**src/rtl/loe_map.svh**
```systemverilog
// Constants for the logic-op execute unit: opcodes, cycle counts, flag bits, register map
`ifndef LOE_MAP_SVH
`define LOE_MAP_SVH

// ----------------------------------------------------------------------------
// Opcodes and reg-field selectors
// ----------------------------------------------------------------------------
`define LOE_OPC_IDLE 8'h90
`define LOE_OPC_GRP_BYTE 8'hf6
`define LOE_OPC_GRP_WORD 8'hf7
`define LOE_OPC_OR_ACC_BYTE 8'h0c
`define LOE_OPC_OR_ACC_WORD 8'h0d
`define LOE_OPC_OR_IMM_BYTE 8'h80
`define LOE_OPC_OR_IMM_WORD 8'h81
`define LOE_OPC_OR_IMM_SEXT 8'h83
`define LOE_OPC_OR_RM_REG_BYTE 8'h08
`define LOE_OPC_OR_RM_REG_WORD 8'h09
`define LOE_OPC_OR_REG_RM_BYTE 8'h0a
`define LOE_OPC_OR_REG_RM_WORD 8'h0b
`define LOE_REGF_NOT 3'h2
`define LOE_REGF_OR 3'h1

// ----------------------------------------------------------------------------
// Cycle counts
// ----------------------------------------------------------------------------
`define LOE_CYC_IDLE 5'h03
`define LOE_CYC_NOT_REG 5'h03
`define LOE_CYC_NOT_MEM 5'h0a
`define LOE_CYC_NOT_MEM_NARROW 5'h0e
`define LOE_CYC_OR_ACC_BYTE 5'h03
`define LOE_CYC_OR_ACC_WORD 5'h04
`define LOE_CYC_OR_IMM_REG 5'h04
`define LOE_CYC_OR_IMM_MEM 5'h10
`define LOE_CYC_OR_IMM_MEM_NARROW 5'h14
`define LOE_CYC_OR_R_REG 5'h03
`define LOE_CYC_OR_R_MEM 5'h0a
`define LOE_CYC_OR_R_MEM_NARROW 5'h0e

// ----------------------------------------------------------------------------
// Status flag bit positions and masks
// ----------------------------------------------------------------------------
`define LOE_FLAG_CARRY 0
`define LOE_FLAG_PARITY 2
`define LOE_FLAG_AUX 4
`define LOE_FLAG_ZERO 6
`define LOE_FLAG_SIGN 7
`define LOE_FLAG_OVERFLOW 11
`define LOE_FLAGS_WMASK 16'h0fd5
`define LOE_FLAGS_RESET 16'h0000

// ----------------------------------------------------------------------------
// Register map
// ----------------------------------------------------------------------------
`define LOE_ADDR_FLAGS 4'h0
`define LOE_ADDR_CTRL 4'h1
`define LOE_ADDR_STATUS 4'h2
`define LOE_CTRL_NARROW 0
`define LOE_CTRL_RESET 1'b0
`define LOE_STAT_BUSY 0
`define LOE_STAT_ILLEGAL 1

`endif

```
**src/rtl/loe_pkg.sv**
```systemverilog
// Types shared by the logic-op execute unit
package loe_pkg;
  typedef logic [15:0] loe_word_type;
  typedef logic [3:0] loe_addr_type;

  typedef enum logic [1:0] {
    LOE_OP_IDLE = 2'b00,
    LOE_OP_NOT = 2'b01,
    LOE_OP_OR = 2'b10
  } loe_op_type;

  typedef enum logic [0:0] {
    LOE_ST_IDLE = 1'b0,
    LOE_ST_RUN = 1'b1
  } loe_state_type;

  typedef struct packed {
    logic valid;
    loe_op_type op;
    logic word;
    logic use_src;
    logic use_imm;
    logic sext;
    logic write;
    logic [4:0] cycles;
  } loe_decode_type;
endpackage

```
**src/rtl/loe_alu_if.sv**
```systemverilog
// Operand and result bundle between the execute sequencer and its ALU
`timescale 1ns/1ps
`default_nettype none
interface loe_alu_if;
  import loe_pkg::*;
  loe_op_type op;
  logic word;
  loe_word_type a;
  loe_word_type b;
  loe_word_type result;
  logic sign;
  logic zero;
  logic parity;
  modport core (output op, output word, output a, output b,
                input result, input sign, input zero, input parity);
  modport alu (input op, input word, input a, input b,
               output result, output sign, output zero, output parity);
endinterface
`default_nettype wire

```
**src/rtl/loe_alu.sv**
```systemverilog
// Combinational complement / inclusive-OR datapath with flag terms
`timescale 1ns/1ps
`default_nettype none
module loe_alu (
  loe_alu_if.alu port
);
  import loe_pkg::*;

  loe_word_type raw;

  always_comb begin
    case (port.op)
      LOE_OP_NOT: raw = port.a ^ 16'hffff;
      LOE_OP_OR: raw = port.a | port.b;
      default: raw = port.a;
    endcase
  end

  // Byte forms return a clean low byte so the upper half never leaks
  assign port.result = port.word ? raw : {8'h00, raw[7:0]};
  assign port.sign = port.word ? raw[15] : raw[7];
  assign port.zero = port.word ? (raw == 16'h0000) : (raw[7:0] == 8'h00);
  assign port.parity = ~^raw[7:0];
endmodule // loe_alu
`default_nettype wire

```
**src/rtl/loe_exec.sv**
```systemverilog
// Execute unit for the idle, complement and inclusive-OR instructions
//
// Functional notes
// - Opcode 90 decodes as a one-byte idle instruction without operands.
// - Idle instruction changes no register, memory or flag; only IP advances.
// - Idle instruction takes 3 cycles on both bus widths.
// - F6 /2 byte complement takes 3 register or 10 memory cycles.
// - F7 /2 word complement takes 3/10, or 3/14 on narrow bus.
// - Complement inverts every operand bit and writes it back.
// - Complement equals XOR with all ones but leaves flags unchanged.
// - 0C/0D OR immediate into accumulator byte/word in 3/4 cycles.
// - 80/81 /1 OR immediate into r/m: 4 register, 16 or 20 memory.
// - 83 /1 OR byte immediate into r/m word: 4, 16 or 20.
// - 08/09 OR register into r/m: 3 register, 10 or 14 memory.
// - 0A/0B OR r/m into register with same cycle costs.
// - OR writes first operand; bit is zero only if both are zero.
// - Every OR form clears overflow and carry flags.
//
// Local design decisions: the placing of the registers and the strobed register port.
`timescale 1ns/1ps
`default_nettype none
`include "loe_map.svh"
module loe_exec (
  input wire logic clock,
  input wire logic reset,
  input wire logic clock_enable,
  input wire logic start,
  input wire logic [7:0] opcode,
  input wire logic [2:0] reg_field,
  input wire logic mem_operand,
  input wire loe_pkg::loe_word_type dst_value,
  input wire loe_pkg::loe_word_type src_value,
  input wire loe_pkg::loe_word_type imm_value,
  output logic busy,
  output logic done,
  output logic illegal,
  output logic writeback,
  output logic word_result,
  output loe_pkg::loe_word_type result,
  output loe_pkg::loe_word_type flags,
  input wire loe_pkg::loe_addr_type bus_addr,
  input wire loe_pkg::loe_word_type bus_wdata,
  input wire logic bus_write,
  input wire logic bus_read,
  output loe_pkg::loe_word_type bus_rdata
);
  import loe_pkg::*;

  // --------------------------------------------------------------------------
  // Decode
  // --------------------------------------------------------------------------
  function automatic logic [4:0] pick_cycles(input logic mem, input logic narrow_word,
                                             input logic [4:0] reg_cyc,
                                             input logic [4:0] mem_cyc,
                                             input logic [4:0] narrow_cyc);
    logic [4:0] c;
    if (!mem) begin
      c = reg_cyc;
    end else if (narrow_word) begin
      c = narrow_cyc;
    end else begin
      c = mem_cyc;
    end
    return c;
  endfunction

  function automatic loe_decode_type decode(input logic [7:0] opc, input logic [2:0] regf,
                                            input logic mem, input logic narrow);
    loe_decode_type d;
    d = '0;
    d.op = LOE_OP_IDLE;
    d.valid = 1'b1;
    d.write = 1'b1;
    case (opc)
      `LOE_OPC_IDLE: begin
        d.word = 1'b1;
        d.write = 1'b0;
        d.cycles = `LOE_CYC_IDLE;
      end
      `LOE_OPC_GRP_BYTE, `LOE_OPC_GRP_WORD: begin
        d.valid = (regf == `LOE_REGF_NOT);
        d.op = LOE_OP_NOT;
        d.word = opc[0];
        d.cycles = pick_cycles(mem, narrow & opc[0], `LOE_CYC_NOT_REG,
                               `LOE_CYC_NOT_MEM, `LOE_CYC_NOT_MEM_NARROW);
      end
      `LOE_OPC_OR_ACC_BYTE, `LOE_OPC_OR_ACC_WORD: begin
        d.op = LOE_OP_OR;
        d.word = opc[0];
        d.use_imm = 1'b1;
        d.cycles = opc[0] ? `LOE_CYC_OR_ACC_WORD : `LOE_CYC_OR_ACC_BYTE;
      end
      `LOE_OPC_OR_IMM_BYTE, `LOE_OPC_OR_IMM_WORD, `LOE_OPC_OR_IMM_SEXT: begin
        d.valid = (regf == `LOE_REGF_OR);
        d.op = LOE_OP_OR;
        d.word = opc[0] | opc[1];
        d.use_imm = 1'b1;
        d.sext = opc[1];
        d.cycles = pick_cycles(mem, narrow & d.word, `LOE_CYC_OR_IMM_REG,
                               `LOE_CYC_OR_IMM_MEM, `LOE_CYC_OR_IMM_MEM_NARROW);
      end
      `LOE_OPC_OR_RM_REG_BYTE, `LOE_OPC_OR_RM_REG_WORD,
      `LOE_OPC_OR_REG_RM_BYTE, `LOE_OPC_OR_REG_RM_WORD: begin
        d.op = LOE_OP_OR;
        d.word = opc[0];
        d.use_src = 1'b1;
        d.cycles = pick_cycles(mem, narrow & opc[0], `LOE_CYC_OR_R_REG,
                               `LOE_CYC_OR_R_MEM, `LOE_CYC_OR_R_MEM_NARROW);
      end
      default: begin
        d.valid = 1'b0;
      end
    endcase
    return d;
  endfunction

  // --------------------------------------------------------------------------
  // State
  // --------------------------------------------------------------------------
  loe_state_type state_reg;
  loe_op_type op_reg;
  logic word_reg;
  logic write_reg;
  logic [4:0] count_reg;
  loe_word_type a_reg;
  loe_word_type b_reg;
  logic narrow_reg;
  logic illegal_seen_reg;
  loe_word_type flags_reg;
  loe_word_type flags_next;
  loe_word_type rdata_reg;
  logic done_reg;
  logic illegal_reg;
  logic writeback_reg;
  loe_word_type result_reg;
  loe_decode_type dec;
  logic accept;
  logic finish;

  loe_alu_if alu_bus ();
  loe_alu alu_inst (
    .port(alu_bus.alu)
  );

  assign alu_bus.op = op_reg;
  assign alu_bus.word = word_reg;
  assign alu_bus.a = a_reg;
  assign alu_bus.b = b_reg;

  assign dec = decode(opcode, reg_field, mem_operand, narrow_reg);
  // A start while a previous instruction runs is ignored, not queued
  assign accept = start && (state_reg == LOE_ST_IDLE);
  assign finish = (state_reg == LOE_ST_RUN) && (count_reg == 5'h00);

  // --------------------------------------------------------------------------
  // Sequencer
  // --------------------------------------------------------------------------
  always_ff @(posedge clock) begin
    if (reset) begin
      state_reg <= LOE_ST_IDLE;
      count_reg <= 5'h00;
    end else if (clock_enable) begin
      case (state_reg)
        LOE_ST_IDLE: begin
          if (accept && dec.valid) begin
            state_reg <= LOE_ST_RUN;
            count_reg <= dec.cycles - 5'h01;
          end
        end
        LOE_ST_RUN: begin
          if (count_reg == 5'h00) begin
            state_reg <= LOE_ST_IDLE;
          end else begin
            count_reg <= count_reg - 5'h01;
          end
        end
        default: begin
          state_reg <= LOE_ST_IDLE;
        end
      endcase
    end
  end

  // Operands are captured at start so the decoder may move on at once
  always_ff @(posedge clock) begin
    if (reset) begin
      op_reg <= LOE_OP_IDLE;
      word_reg <= 1'b0;
      write_reg <= 1'b0;
      a_reg <= 16'h0000;
      b_reg <= 16'h0000;
    end else if (clock_enable && accept && dec.valid) begin
      op_reg <= dec.op;
      word_reg <= dec.word;
      write_reg <= dec.write;
      a_reg <= dst_value;
      if (dec.use_src) begin
        b_reg <= src_value;
      end else if (dec.sext) begin
        b_reg <= {{8{imm_value[7]}}, imm_value[7:0]};
      end else if (dec.use_imm && !dec.word) begin
        b_reg <= {8'h00, imm_value[7:0]};
      end else begin
        b_reg <= imm_value;
      end
    end
  end

  // --------------------------------------------------------------------------
  // Completion outputs
  // --------------------------------------------------------------------------
  always_ff @(posedge clock) begin
    if (reset) begin
      done_reg <= 1'b0;
      illegal_reg <= 1'b0;
      writeback_reg <= 1'b0;
      result_reg <= 16'h0000;
    end else if (clock_enable) begin
      done_reg <= finish;
      illegal_reg <= accept && !dec.valid;
      writeback_reg <= finish && write_reg;
      if (finish) begin
        result_reg <= alu_bus.result;
      end
    end
  end

  // --------------------------------------------------------------------------
  // Flags: hardware update wins over a software write in the same cycle
  // --------------------------------------------------------------------------
  always_comb begin
    flags_next = flags_reg;
    if (bus_write && (bus_addr == `LOE_ADDR_FLAGS)) begin
      flags_next = bus_wdata & `LOE_FLAGS_WMASK;
    end
    // Complement and idle leave every flag alone
    if (finish && (op_reg == LOE_OP_OR)) begin
      flags_next[`LOE_FLAG_OVERFLOW] = 1'b0;
      flags_next[`LOE_FLAG_CARRY] = 1'b0;
      flags_next[`LOE_FLAG_SIGN] = alu_bus.sign;
      flags_next[`LOE_FLAG_ZERO] = alu_bus.zero;
      flags_next[`LOE_FLAG_PARITY] = alu_bus.parity;
    end
  end

  always_ff @(posedge clock) begin
    if (reset) begin
      flags_reg <= `LOE_FLAGS_RESET;
    end else if (clock_enable) begin
      flags_reg <= flags_next;
    end
  end

  // --------------------------------------------------------------------------
  // Control and status registers
  // --------------------------------------------------------------------------
  always_ff @(posedge clock) begin
    if (reset) begin
      narrow_reg <= `LOE_CTRL_RESET;
    end else if (clock_enable && bus_write && (bus_addr == `LOE_ADDR_CTRL)) begin
      narrow_reg <= bus_wdata[`LOE_CTRL_NARROW];
    end
  end

  // Sticky; write one to clear, a new event in the same cycle wins
  always_ff @(posedge clock) begin
    if (reset) begin
      illegal_seen_reg <= 1'b0;
    end else if (clock_enable) begin
      if (accept && !dec.valid) begin
        illegal_seen_reg <= 1'b1;
      end else if (bus_write && (bus_addr == `LOE_ADDR_STATUS)
                   && bus_wdata[`LOE_STAT_ILLEGAL]) begin
        illegal_seen_reg <= 1'b0;
      end
    end
  end

  always_ff @(posedge clock) begin
    if (reset) begin
      rdata_reg <= 16'h0000;
    end else if (clock_enable) begin
      if (!bus_read) begin
        rdata_reg <= 16'h0000;
      end else if (bus_addr == `LOE_ADDR_FLAGS) begin
        rdata_reg <= flags_reg;
      end else if (bus_addr == `LOE_ADDR_CTRL) begin
        rdata_reg <= {15'h0000, narrow_reg};
      end else if (bus_addr == `LOE_ADDR_STATUS) begin
        rdata_reg <= {14'h0000, illegal_seen_reg, state_reg == LOE_ST_RUN};
      end else begin
        rdata_reg <= 16'h0000;
      end
    end
  end

  assign busy = (state_reg == LOE_ST_RUN);
  assign done = done_reg;
  assign illegal = illegal_reg;
  assign writeback = writeback_reg;
  assign word_result = word_reg;
  assign result = result_reg;
  assign flags = flags_reg;
  assign bus_rdata = rdata_reg;

  // --------------------------------------------------------------------------
  // Assertions
  // --------------------------------------------------------------------------
  logic go;
  assign go = accept && dec.valid && clock_enable;

  AST_IDLE_THREE: assert property (@(posedge clock) disable iff (reset || !clock_enable)
    go && (opcode == `LOE_OPC_IDLE) |-> ##4 done_reg)
    else $error("idle instruction did not finish in 3 cycles");
  AST_IDLE_NO_EFFECT: assert property (@(posedge clock) disable iff (reset)
    done_reg && (op_reg == LOE_OP_IDLE) && !$past(bus_write)
      |-> !writeback_reg && (flags_reg == $past(flags_reg)))
    else $error("idle instruction touched state");
  AST_NOT_BYTE_MEM: assert property (@(posedge clock) disable iff (reset || !clock_enable)
    go && (opcode == `LOE_OPC_GRP_BYTE) && mem_operand |-> ##11 done_reg)
    else $error("byte complement memory count wrong");
  AST_NOT_WORD_NARROW: assert property (@(posedge clock) disable iff (reset || !clock_enable)
    go && (opcode == `LOE_OPC_GRP_WORD) && mem_operand && narrow_reg |-> ##15 done_reg)
    else $error("narrow word complement count wrong");
  AST_NOT_VALUE: assert property (@(posedge clock) disable iff (reset)
    done_reg && (op_reg == LOE_OP_NOT) && word_reg |-> writeback_reg && (result_reg == ~a_reg))
    else $error("complement result wrong");
  AST_NOT_FLAGS: assert property (@(posedge clock) disable iff (reset)
    done_reg && (op_reg == LOE_OP_NOT) && !$past(bus_write) |-> $stable(flags_reg))
    else $error("complement changed flags");
  AST_OR_ACC: assert property (@(posedge clock) disable iff (reset || !clock_enable)
    go && (opcode == `LOE_OPC_OR_ACC_WORD) |-> ##1 !done_reg[*4] ##1 done_reg)
    else $error("accumulator OR count wrong");
  AST_OR_IMM_NARROW: assert property (@(posedge clock) disable iff (reset || !clock_enable)
    go && (opcode == `LOE_OPC_OR_IMM_WORD) && mem_operand && narrow_reg |-> ##21 done_reg)
    else $error("word immediate OR count wrong");
  AST_OR_SEXT_REG: assert property (@(posedge clock) disable iff (reset || !clock_enable)
    go && (opcode == `LOE_OPC_OR_IMM_SEXT) && !mem_operand |-> ##5 done_reg)
    else $error("sign-extended OR count wrong");
  AST_OR_REG_MEM: assert property (@(posedge clock) disable iff (reset || !clock_enable)
    go && (opcode == `LOE_OPC_OR_RM_REG_WORD) && mem_operand && narrow_reg |-> ##15 done_reg)
    else $error("register to memory OR count wrong");
  AST_OR_MEM_REG: assert property (@(posedge clock) disable iff (reset || !clock_enable)
    go && (opcode == `LOE_OPC_OR_REG_RM_BYTE) && mem_operand |-> ##11 done_reg)
    else $error("memory to register OR count wrong");
  AST_OR_VALUE: assert property (@(posedge clock) disable iff (reset)
    done_reg && (op_reg == LOE_OP_OR) && word_reg |-> result_reg == (a_reg | b_reg))
    else $error("OR result wrong");
  AST_OR_CLEARS: assert property (@(posedge clock) disable iff (reset)
    done_reg && (op_reg == LOE_OP_OR)
      |-> !flags_reg[`LOE_FLAG_OVERFLOW] && !flags_reg[`LOE_FLAG_CARRY])
    else $error("OR left overflow or carry set");
  AST_SEXT: assert property (@(posedge clock) disable iff (reset || !clock_enable)
    go && (opcode == `LOE_OPC_OR_IMM_SEXT) |=> b_reg == {{8{$past(imm_value[7])}},
                                                         $past(imm_value[7:0])})
    else $error("immediate not sign-extended");
  AST_OR_ZERO: assert property (@(posedge clock) disable iff (reset)
    done_reg && (op_reg == LOE_OP_OR) && word_reg
      |-> flags_reg[`LOE_FLAG_ZERO] == (result_reg == 16'h0000))
    else $error("zero flag wrong after OR");

  COV_IDLE: cover property (@(posedge clock) done_reg && (op_reg == LOE_OP_IDLE));
  COV_NOT: cover property (@(posedge clock) done_reg && (op_reg == LOE_OP_NOT));
  COV_OR: cover property (@(posedge clock) done_reg && (op_reg == LOE_OP_OR));
  COV_ILLEGAL: cover property (@(posedge clock) illegal_reg);
endmodule // loe_exec
`default_nettype wire

```
**config.mk**
```make
export PLATFORM = sky130hd
export DESIGN_NAME = loe_exec
export DESIGN_NICKNAME = d
export VERILOG_FILES = /design/src/rtl/loe_pkg.sv /design/src/rtl/loe_alu_if.sv /design/src/rtl/loe_alu.sv /design/src/rtl/loe_exec.sv
export VERILOG_INCLUDE_DIRS = /design/src /design/src/rtl
export SDC_FILE = /design/constraint.sdc
export NUM_CORES = 1
export LEC_CHECK = 0
export BUFFER_PORTS_ARGS = -buffer_cell sky130_fd_sc_hd__buf_2
export CORE_MARGIN = 10
export CORE_UTILIZATION = 55
export CTS_BUF_LIST = sky130_fd_sc_hd__clkbuf_8
export DETAILED_ROUTE_END_ITERATION = 8
export PLACE_DENSITY_LB_ADDON = 0.12
export SETUP_SLACK_MARGIN = 0.1
export SLEW_MARGIN = 20
export SYNTH_ARGS = -nofsm -noshare
export SYNTH_HDL_FRONTEND = slang
export SYNTH_SLANG_ARGS = --single-unit
export TNS_END_PERCENT = 5
```
**constraint.sdc**
```tcl
create_clock -name clock -period 6.1 [get_ports clock]
set_input_delay 0.305 -clock clock [delete_from_list [all_inputs] [get_ports clock]]
set_output_delay 0.305 -clock clock [all_outputs]
set_load 0.02 [all_outputs]
```
Yosys cells after proc, flatten, opt, wreduce, memory -nomap -nowiden

Index checks and enable logic that the tools add are counted.

Muxes and demuxes: 37
Divide/modulo/power cells: 0
$add $sub $neg: 2
Order comparisons: 0
$mul: 0
Bitwise logic cells: 6
Eq/ne operators: 20
Shift operators: 0
Reductions and logical operators: 37

Operator list:

| kind                | number |
|---|---|
| $mux 16             | 4 |
| $eq 8x4->1 const B  | 6 |
| $eq 8x8->1 const B  | 6 |
| $mux 12             | 3 |
| $pmux 16 s2         | 1 |
| $mux 5              | 4 |
| $pmux 5 s4          | 1 |
| $logic_not 16->1    | 1 |
| $not 16->16         | 1 |
| $or 16x16->16       | 1 |
| $logic_and 1x1->1   | 14 |
| $mux 1              | 13 |
| $pmux 5 s2          | 1 |
| $sub 5x1->5 const B | 2 |
| $mux 3              | 3 |
| $reduce_or 9->1     | 1 |
| $logic_not 8->1     | 1 |
| $reduce_and 2->1    | 4 |
| $reduce_or 8->1     | 1 |
| $reduce_xnor 8->1   | 1 |
| $reduce_or 7->1     | 1 |
| $mux 2              | 3 |
| $pmux 1 s3          | 2 |
| $reduce_or 6->1     | 1 |
| 22 further kinds    | 26 |

Bits in latches: 0
Logic and storage cells: 118
Bits in writable memories: 0
Memories: 0
Flip-flop bits (word level): 88
Output and inout bits: 53
ROM bits: 0

Logic depth before layout (Yosys ltp)

Depth after elaboration: 8
Mapped depth: 13
Gate-level depth less buffers: 11

By module

From an unflattened synthesis, not the netlist that was laid out.

Cells, all modules: 533
Area, all modules: 4207.8 sq um

Modules (own cells, without submodules):

| module   | instances | area each (sq um) | sequential area each (sq um) | cells each |
|---|---|---|---|---|
| loe_exec | 1         | 3653.5            | 1641.6                       | 452 |
| loe_alu  | 1         | 554.3             | 0.0                          | 81 |

Worst setup path after synthesis

No wires, ideal clock.

Path type: reg-to-reg
Start: register op_reg[0] (netlist: alu_bus.op[0])
End: register flags_reg[2] (netlist: flags[2])
Cell stages (with the launch flop): 13
Setup slack: 3.608 ns
Arrival time: 2.361 ns
Cells stage by stage: dfxtp_1 > inv_1 > ha_1 > or2_1 > buf_6 > clkbuf_1 > a21oi_1 > ha_1 > xor2_1 > xnor2_1 > nor2_1 > a211oi_1 > nor3_1

Word-level cells in the longest chain between the ends: 4

RTL lines:

| item                                                   | line                           | RTL |
|---|---|---|
| start: declaration                                     | loe_exec.sv:121                | `loe_op_type op_reg;` |
| start signal: assignment                               | loe_exec.sv:193                | `op_reg <= dec.op;` |
| $eq 2x2->1 or $eq 2x1->1 (tied branches)               | loe_alu.sv:12, loe_exec.sv:237 |  |
| $pmux 16 s2 or $logic_and 1x1->1 (tied branches)       | loe_alu.sv:12, loe_exec.sv:237 |  |
| $reduce_xnor 8->1 or $reduce_bool 2->1 (tied branches) | -                              |  |
| $mux 1 or $reduce_and 2->1 (tied branches)             | -                              |  |
| end signal: assignment                                 | loe_exec.sv:248                | `` flags_reg <= `LOE_FLAGS_RESET; `` |
| end signal: assignment                                 | loe_exec.sv:250                | `flags_reg <= flags_next;` |
| end: declaration                                       | loe_exec.sv:129                | `loe_word_type flags_reg;` |

Several ways; a longest one is shown, not always the timed one.
A chain may end at the register's enable or synchronous reset.

Worst setup path after layout

Ends and elaborated chain as after synthesis.

==> impl_metrics.env <==
export IMPL_status="complete, no violations"
export IMPL_ant_nets=0
export IMPL_synth_most_common_cell="nor2_1"
export IMPL_cts_resized_gates=0
export IMPL_ys_types=52
export IMPL_p_leak_nw=1.93
export IMPL_grt_use_total=0.201
export IMPL_dp_slack_ps=2890
export IMPL_fillers=664
export IMPL_hold_violations=0
export IMPL_ios=139
export IMPL_core_um2=7210
export IMPL_dieArea_um2=11200
export IMPL_drive_above_1_share=0.236
export IMPL_slew_headroom=0.419
export IMPL_fin_tns_setup_ps=0
export IMPL_die_h_um=106
export IMPL_seqCellArea_um2=1640
export IMPL_netlist_area_um2=4050
export IMPL_yosysWarningCount=0
export IMPL_drc=0
export IMPL_ys_ff_latch=82
export IMPL_async_reset_ff_frac=0
export IMPL_cp_start_kind="register"
export IMPL_initial_core_util=0.561
export IMPL_yosysTopAreaCell="dfxtp_1"
export IMPL_multiInputGateArea_um2=2120
export IMPL_clk_latency_ps=350
export IMPL_power_density_nw_per_um2=205
export IMPL_root_buffer="clkbuf_8"
export IMPL_grt_pass1_vias=3908
export IMPL_synth_area_top_cells="dfxtp_1 (41%), nor2_1 (9.2%), a21oi_1 (5.2%)"
export IMPL_hold_class="in2reg"
export IMPL_critPathBufInv=1
export IMPL_max_stage_delay_ps=670
export IMPL_dp_hpwl_mm=8.57
export IMPL_drt_iter0_markers=194
export IMPL_syn_area_per_cell_um2=7.90
export IMPL_cp_required_ps=6300
export IMPL_fin_skew_ps=13.8
export IMPL_synth_top_area_frac=0.406
export IMPL_num_vias=3979
export IMPL_tightest_slew_ps=866
export IMPL_vdd_drop_max_mv=0.152
export IMPL_layout_cells_non_filler=714
export IMPL_htree_levels=3
export IMPL_synthCells=512
export IMPL_ys_top_cells_by_count="nor2_1 (99), dfxtp_1 (82), nand2_1 (49), a21oi_1 (42), a22oi_1 (25)"
export IMPL_setup_violations_final=0
export IMPL_portBuffers=119
export IMPL_die_width_um=106
export IMPL_yosysSeqAreaShare=0.406
export IMPL_crit_fanout=20
export IMPL_fin_total_pwr_w=0.000978
export IMPL_crit_type="reg2reg"
export IMPL_fin_crit_ps=3170
export IMPL_std_cell_rows=31
export IMPL_synth_edf_count=0
export IMPL_gp_congestion=0.878
export IMPL_antennaDiodeCount=0
export IMPL_fmax_mhz=315
export IMPL_first_pass_iters=5
export IMPL_clk_pin_slew_worst_paths_ps=80
export IMPL_cpMostUsedCell="ha_1"
export IMPL_arrival_ps=3370
export IMPL_end_kind="register"
export IMPL_cts_sinks=82
export IMPL_slew_violations=0
export IMPL_wl_per_cell_um=16.2
export IMPL_dp_cells=698
export IMPL_timing_final_ws_setup_ps=2930
export IMPL_ys_flop_type="dfxtp_1"
export IMPL_grt_max_degree=83
export IMPL_fin_crit_sh=0.520
export IMPL_cts_hold_buffers=0
export IMPL_cts_tree="built"
export IMPL_drt_wl_total_mm=11.5
export IMPL_fin_hold_ws_ps=188
export IMPL_areaGrowthSynthToFinish_pct=17.8
export IMPL_critPathSlowestCell="ha_1"
export IMPL_crit_chain="inv_1, ha_1, or2_1, a21oi_1, ha_1, xor2_1, xnor2_1, nor2_1, a211oi_1, nor3_1"
export IMPL_gr_total_overflow=0
export IMPL_antenna_found_initial=0
export IMPL_clk_path_buf_depth=2
export IMPL_cts_buffers_inserted=9
export IMPL_rsz0062_at_grt="no"
export IMPL_grt_pass1_wl_mm=18.8
export IMPL_fin_nets=703
export IMPL_maxCapViolCount=0
export IMPL_cts_setup_buffers=0
export IMPL_via_per_inst=5.57
export IMPL_crit_family="adder cells"
-- where the power goes --
group          switching (W)  internal, W  leakage [nW]
registers         0.00000244     0.000538         0.661
logic              0.0000482    0.0000313          1.18
clock network       0.000198     0.000159        0.0924
-- logic make-up (layout without fill, tap and decap cells) --
group                      count (synthesis)  count (layout)  share of synthesized area
xor gates and xnor gates                   5               5                     0.0108
and+or+nand+nor                          201             201                      0.226
adders and majority gates                  7               7                     0.0217
buffers and inverters                     69             160                     0.0807
other                                      1              13                   0.000927
DFF                                       82              82                      0.406
muxes                                      8               8                     0.0198
AOI/OAI and AO/OA                        139             139                      0.234
-- through the flow --
| step | cell area [um2] | util |
|---|---|---|
| 3_5_place_dp | 4590 | 0.636 |
| 4_1_cts | 4770 | 0.661 |
| 2_1_floorplan | 4090 | - |
| 5_1_grt | 4770 | 0.661 |
| 3_3_place_gp | 4590 | 0.636 |
| 6_report | 4770 | 0.661 |
-- placed cells by master (no fill, tap or decap), types with 10 or more instances in the layout --
cell type    n
buf_2      119
a21oi_1     42
nand3_1     13
a22oi_1     25
dfxtp_1     82
conb_1      13
nor2_1      99
a211oi_1    23
o21ai_0     14
nand2_1     49
a311oi_1    11
clkbuf_8    10
inv_1       22
-- area by class of cell --
cell class / count / area share
Multi-Input combinational cell: 373 / 0.445
Inverter: 22 / 0.0173
Tap cell: 99 / 0.0260
Clock buffer: 10 / 0.0289
Clock inverter: 6 / 0.00840
Sequential cell: 82 / 0.344
Timing Repair Buffer: 122 / 0.130
-- worst paths after layout --
path                       from    endpoint  slack [ps]  cells after the start
hold reg to reg      result[11]  result[11]         450                      2
setup / recovery  alu_bus.op[0]    flags[2]        2930                     10
hold / removal    dst_value[14]   a_reg[14]         190                      3
setup reg to reg  alu_bus.op[0]    flags[2]        2930                     10
-- layer usage --
layer  track usage  vias to the layer above  routed length [um]
met5             0                        -                   0
met4        0.0841                        0                 282
met3        0.0572                       23                 838
met2         0.328                      138                5540
met1         0.241                     1825                4880
li1              -                     1993                   -
-- worst register-to-register path, delay by kind of cell, from the launching register on --
| kind | cells | cell delay (ps) |
|---|---|---|
| adders and majority gates | 2 | 1010 |
| and+or+nand+nor | 3 | 740 |
| AOI/OAI and AO/OA | 2 | 440 |
| xor gates and xnor gates | 2 | 410 |
| DFF | 1 | 320 |
| buffers and inverters | 1 | 90 |
Note: power is estimated with default switching activity, not from simulation.
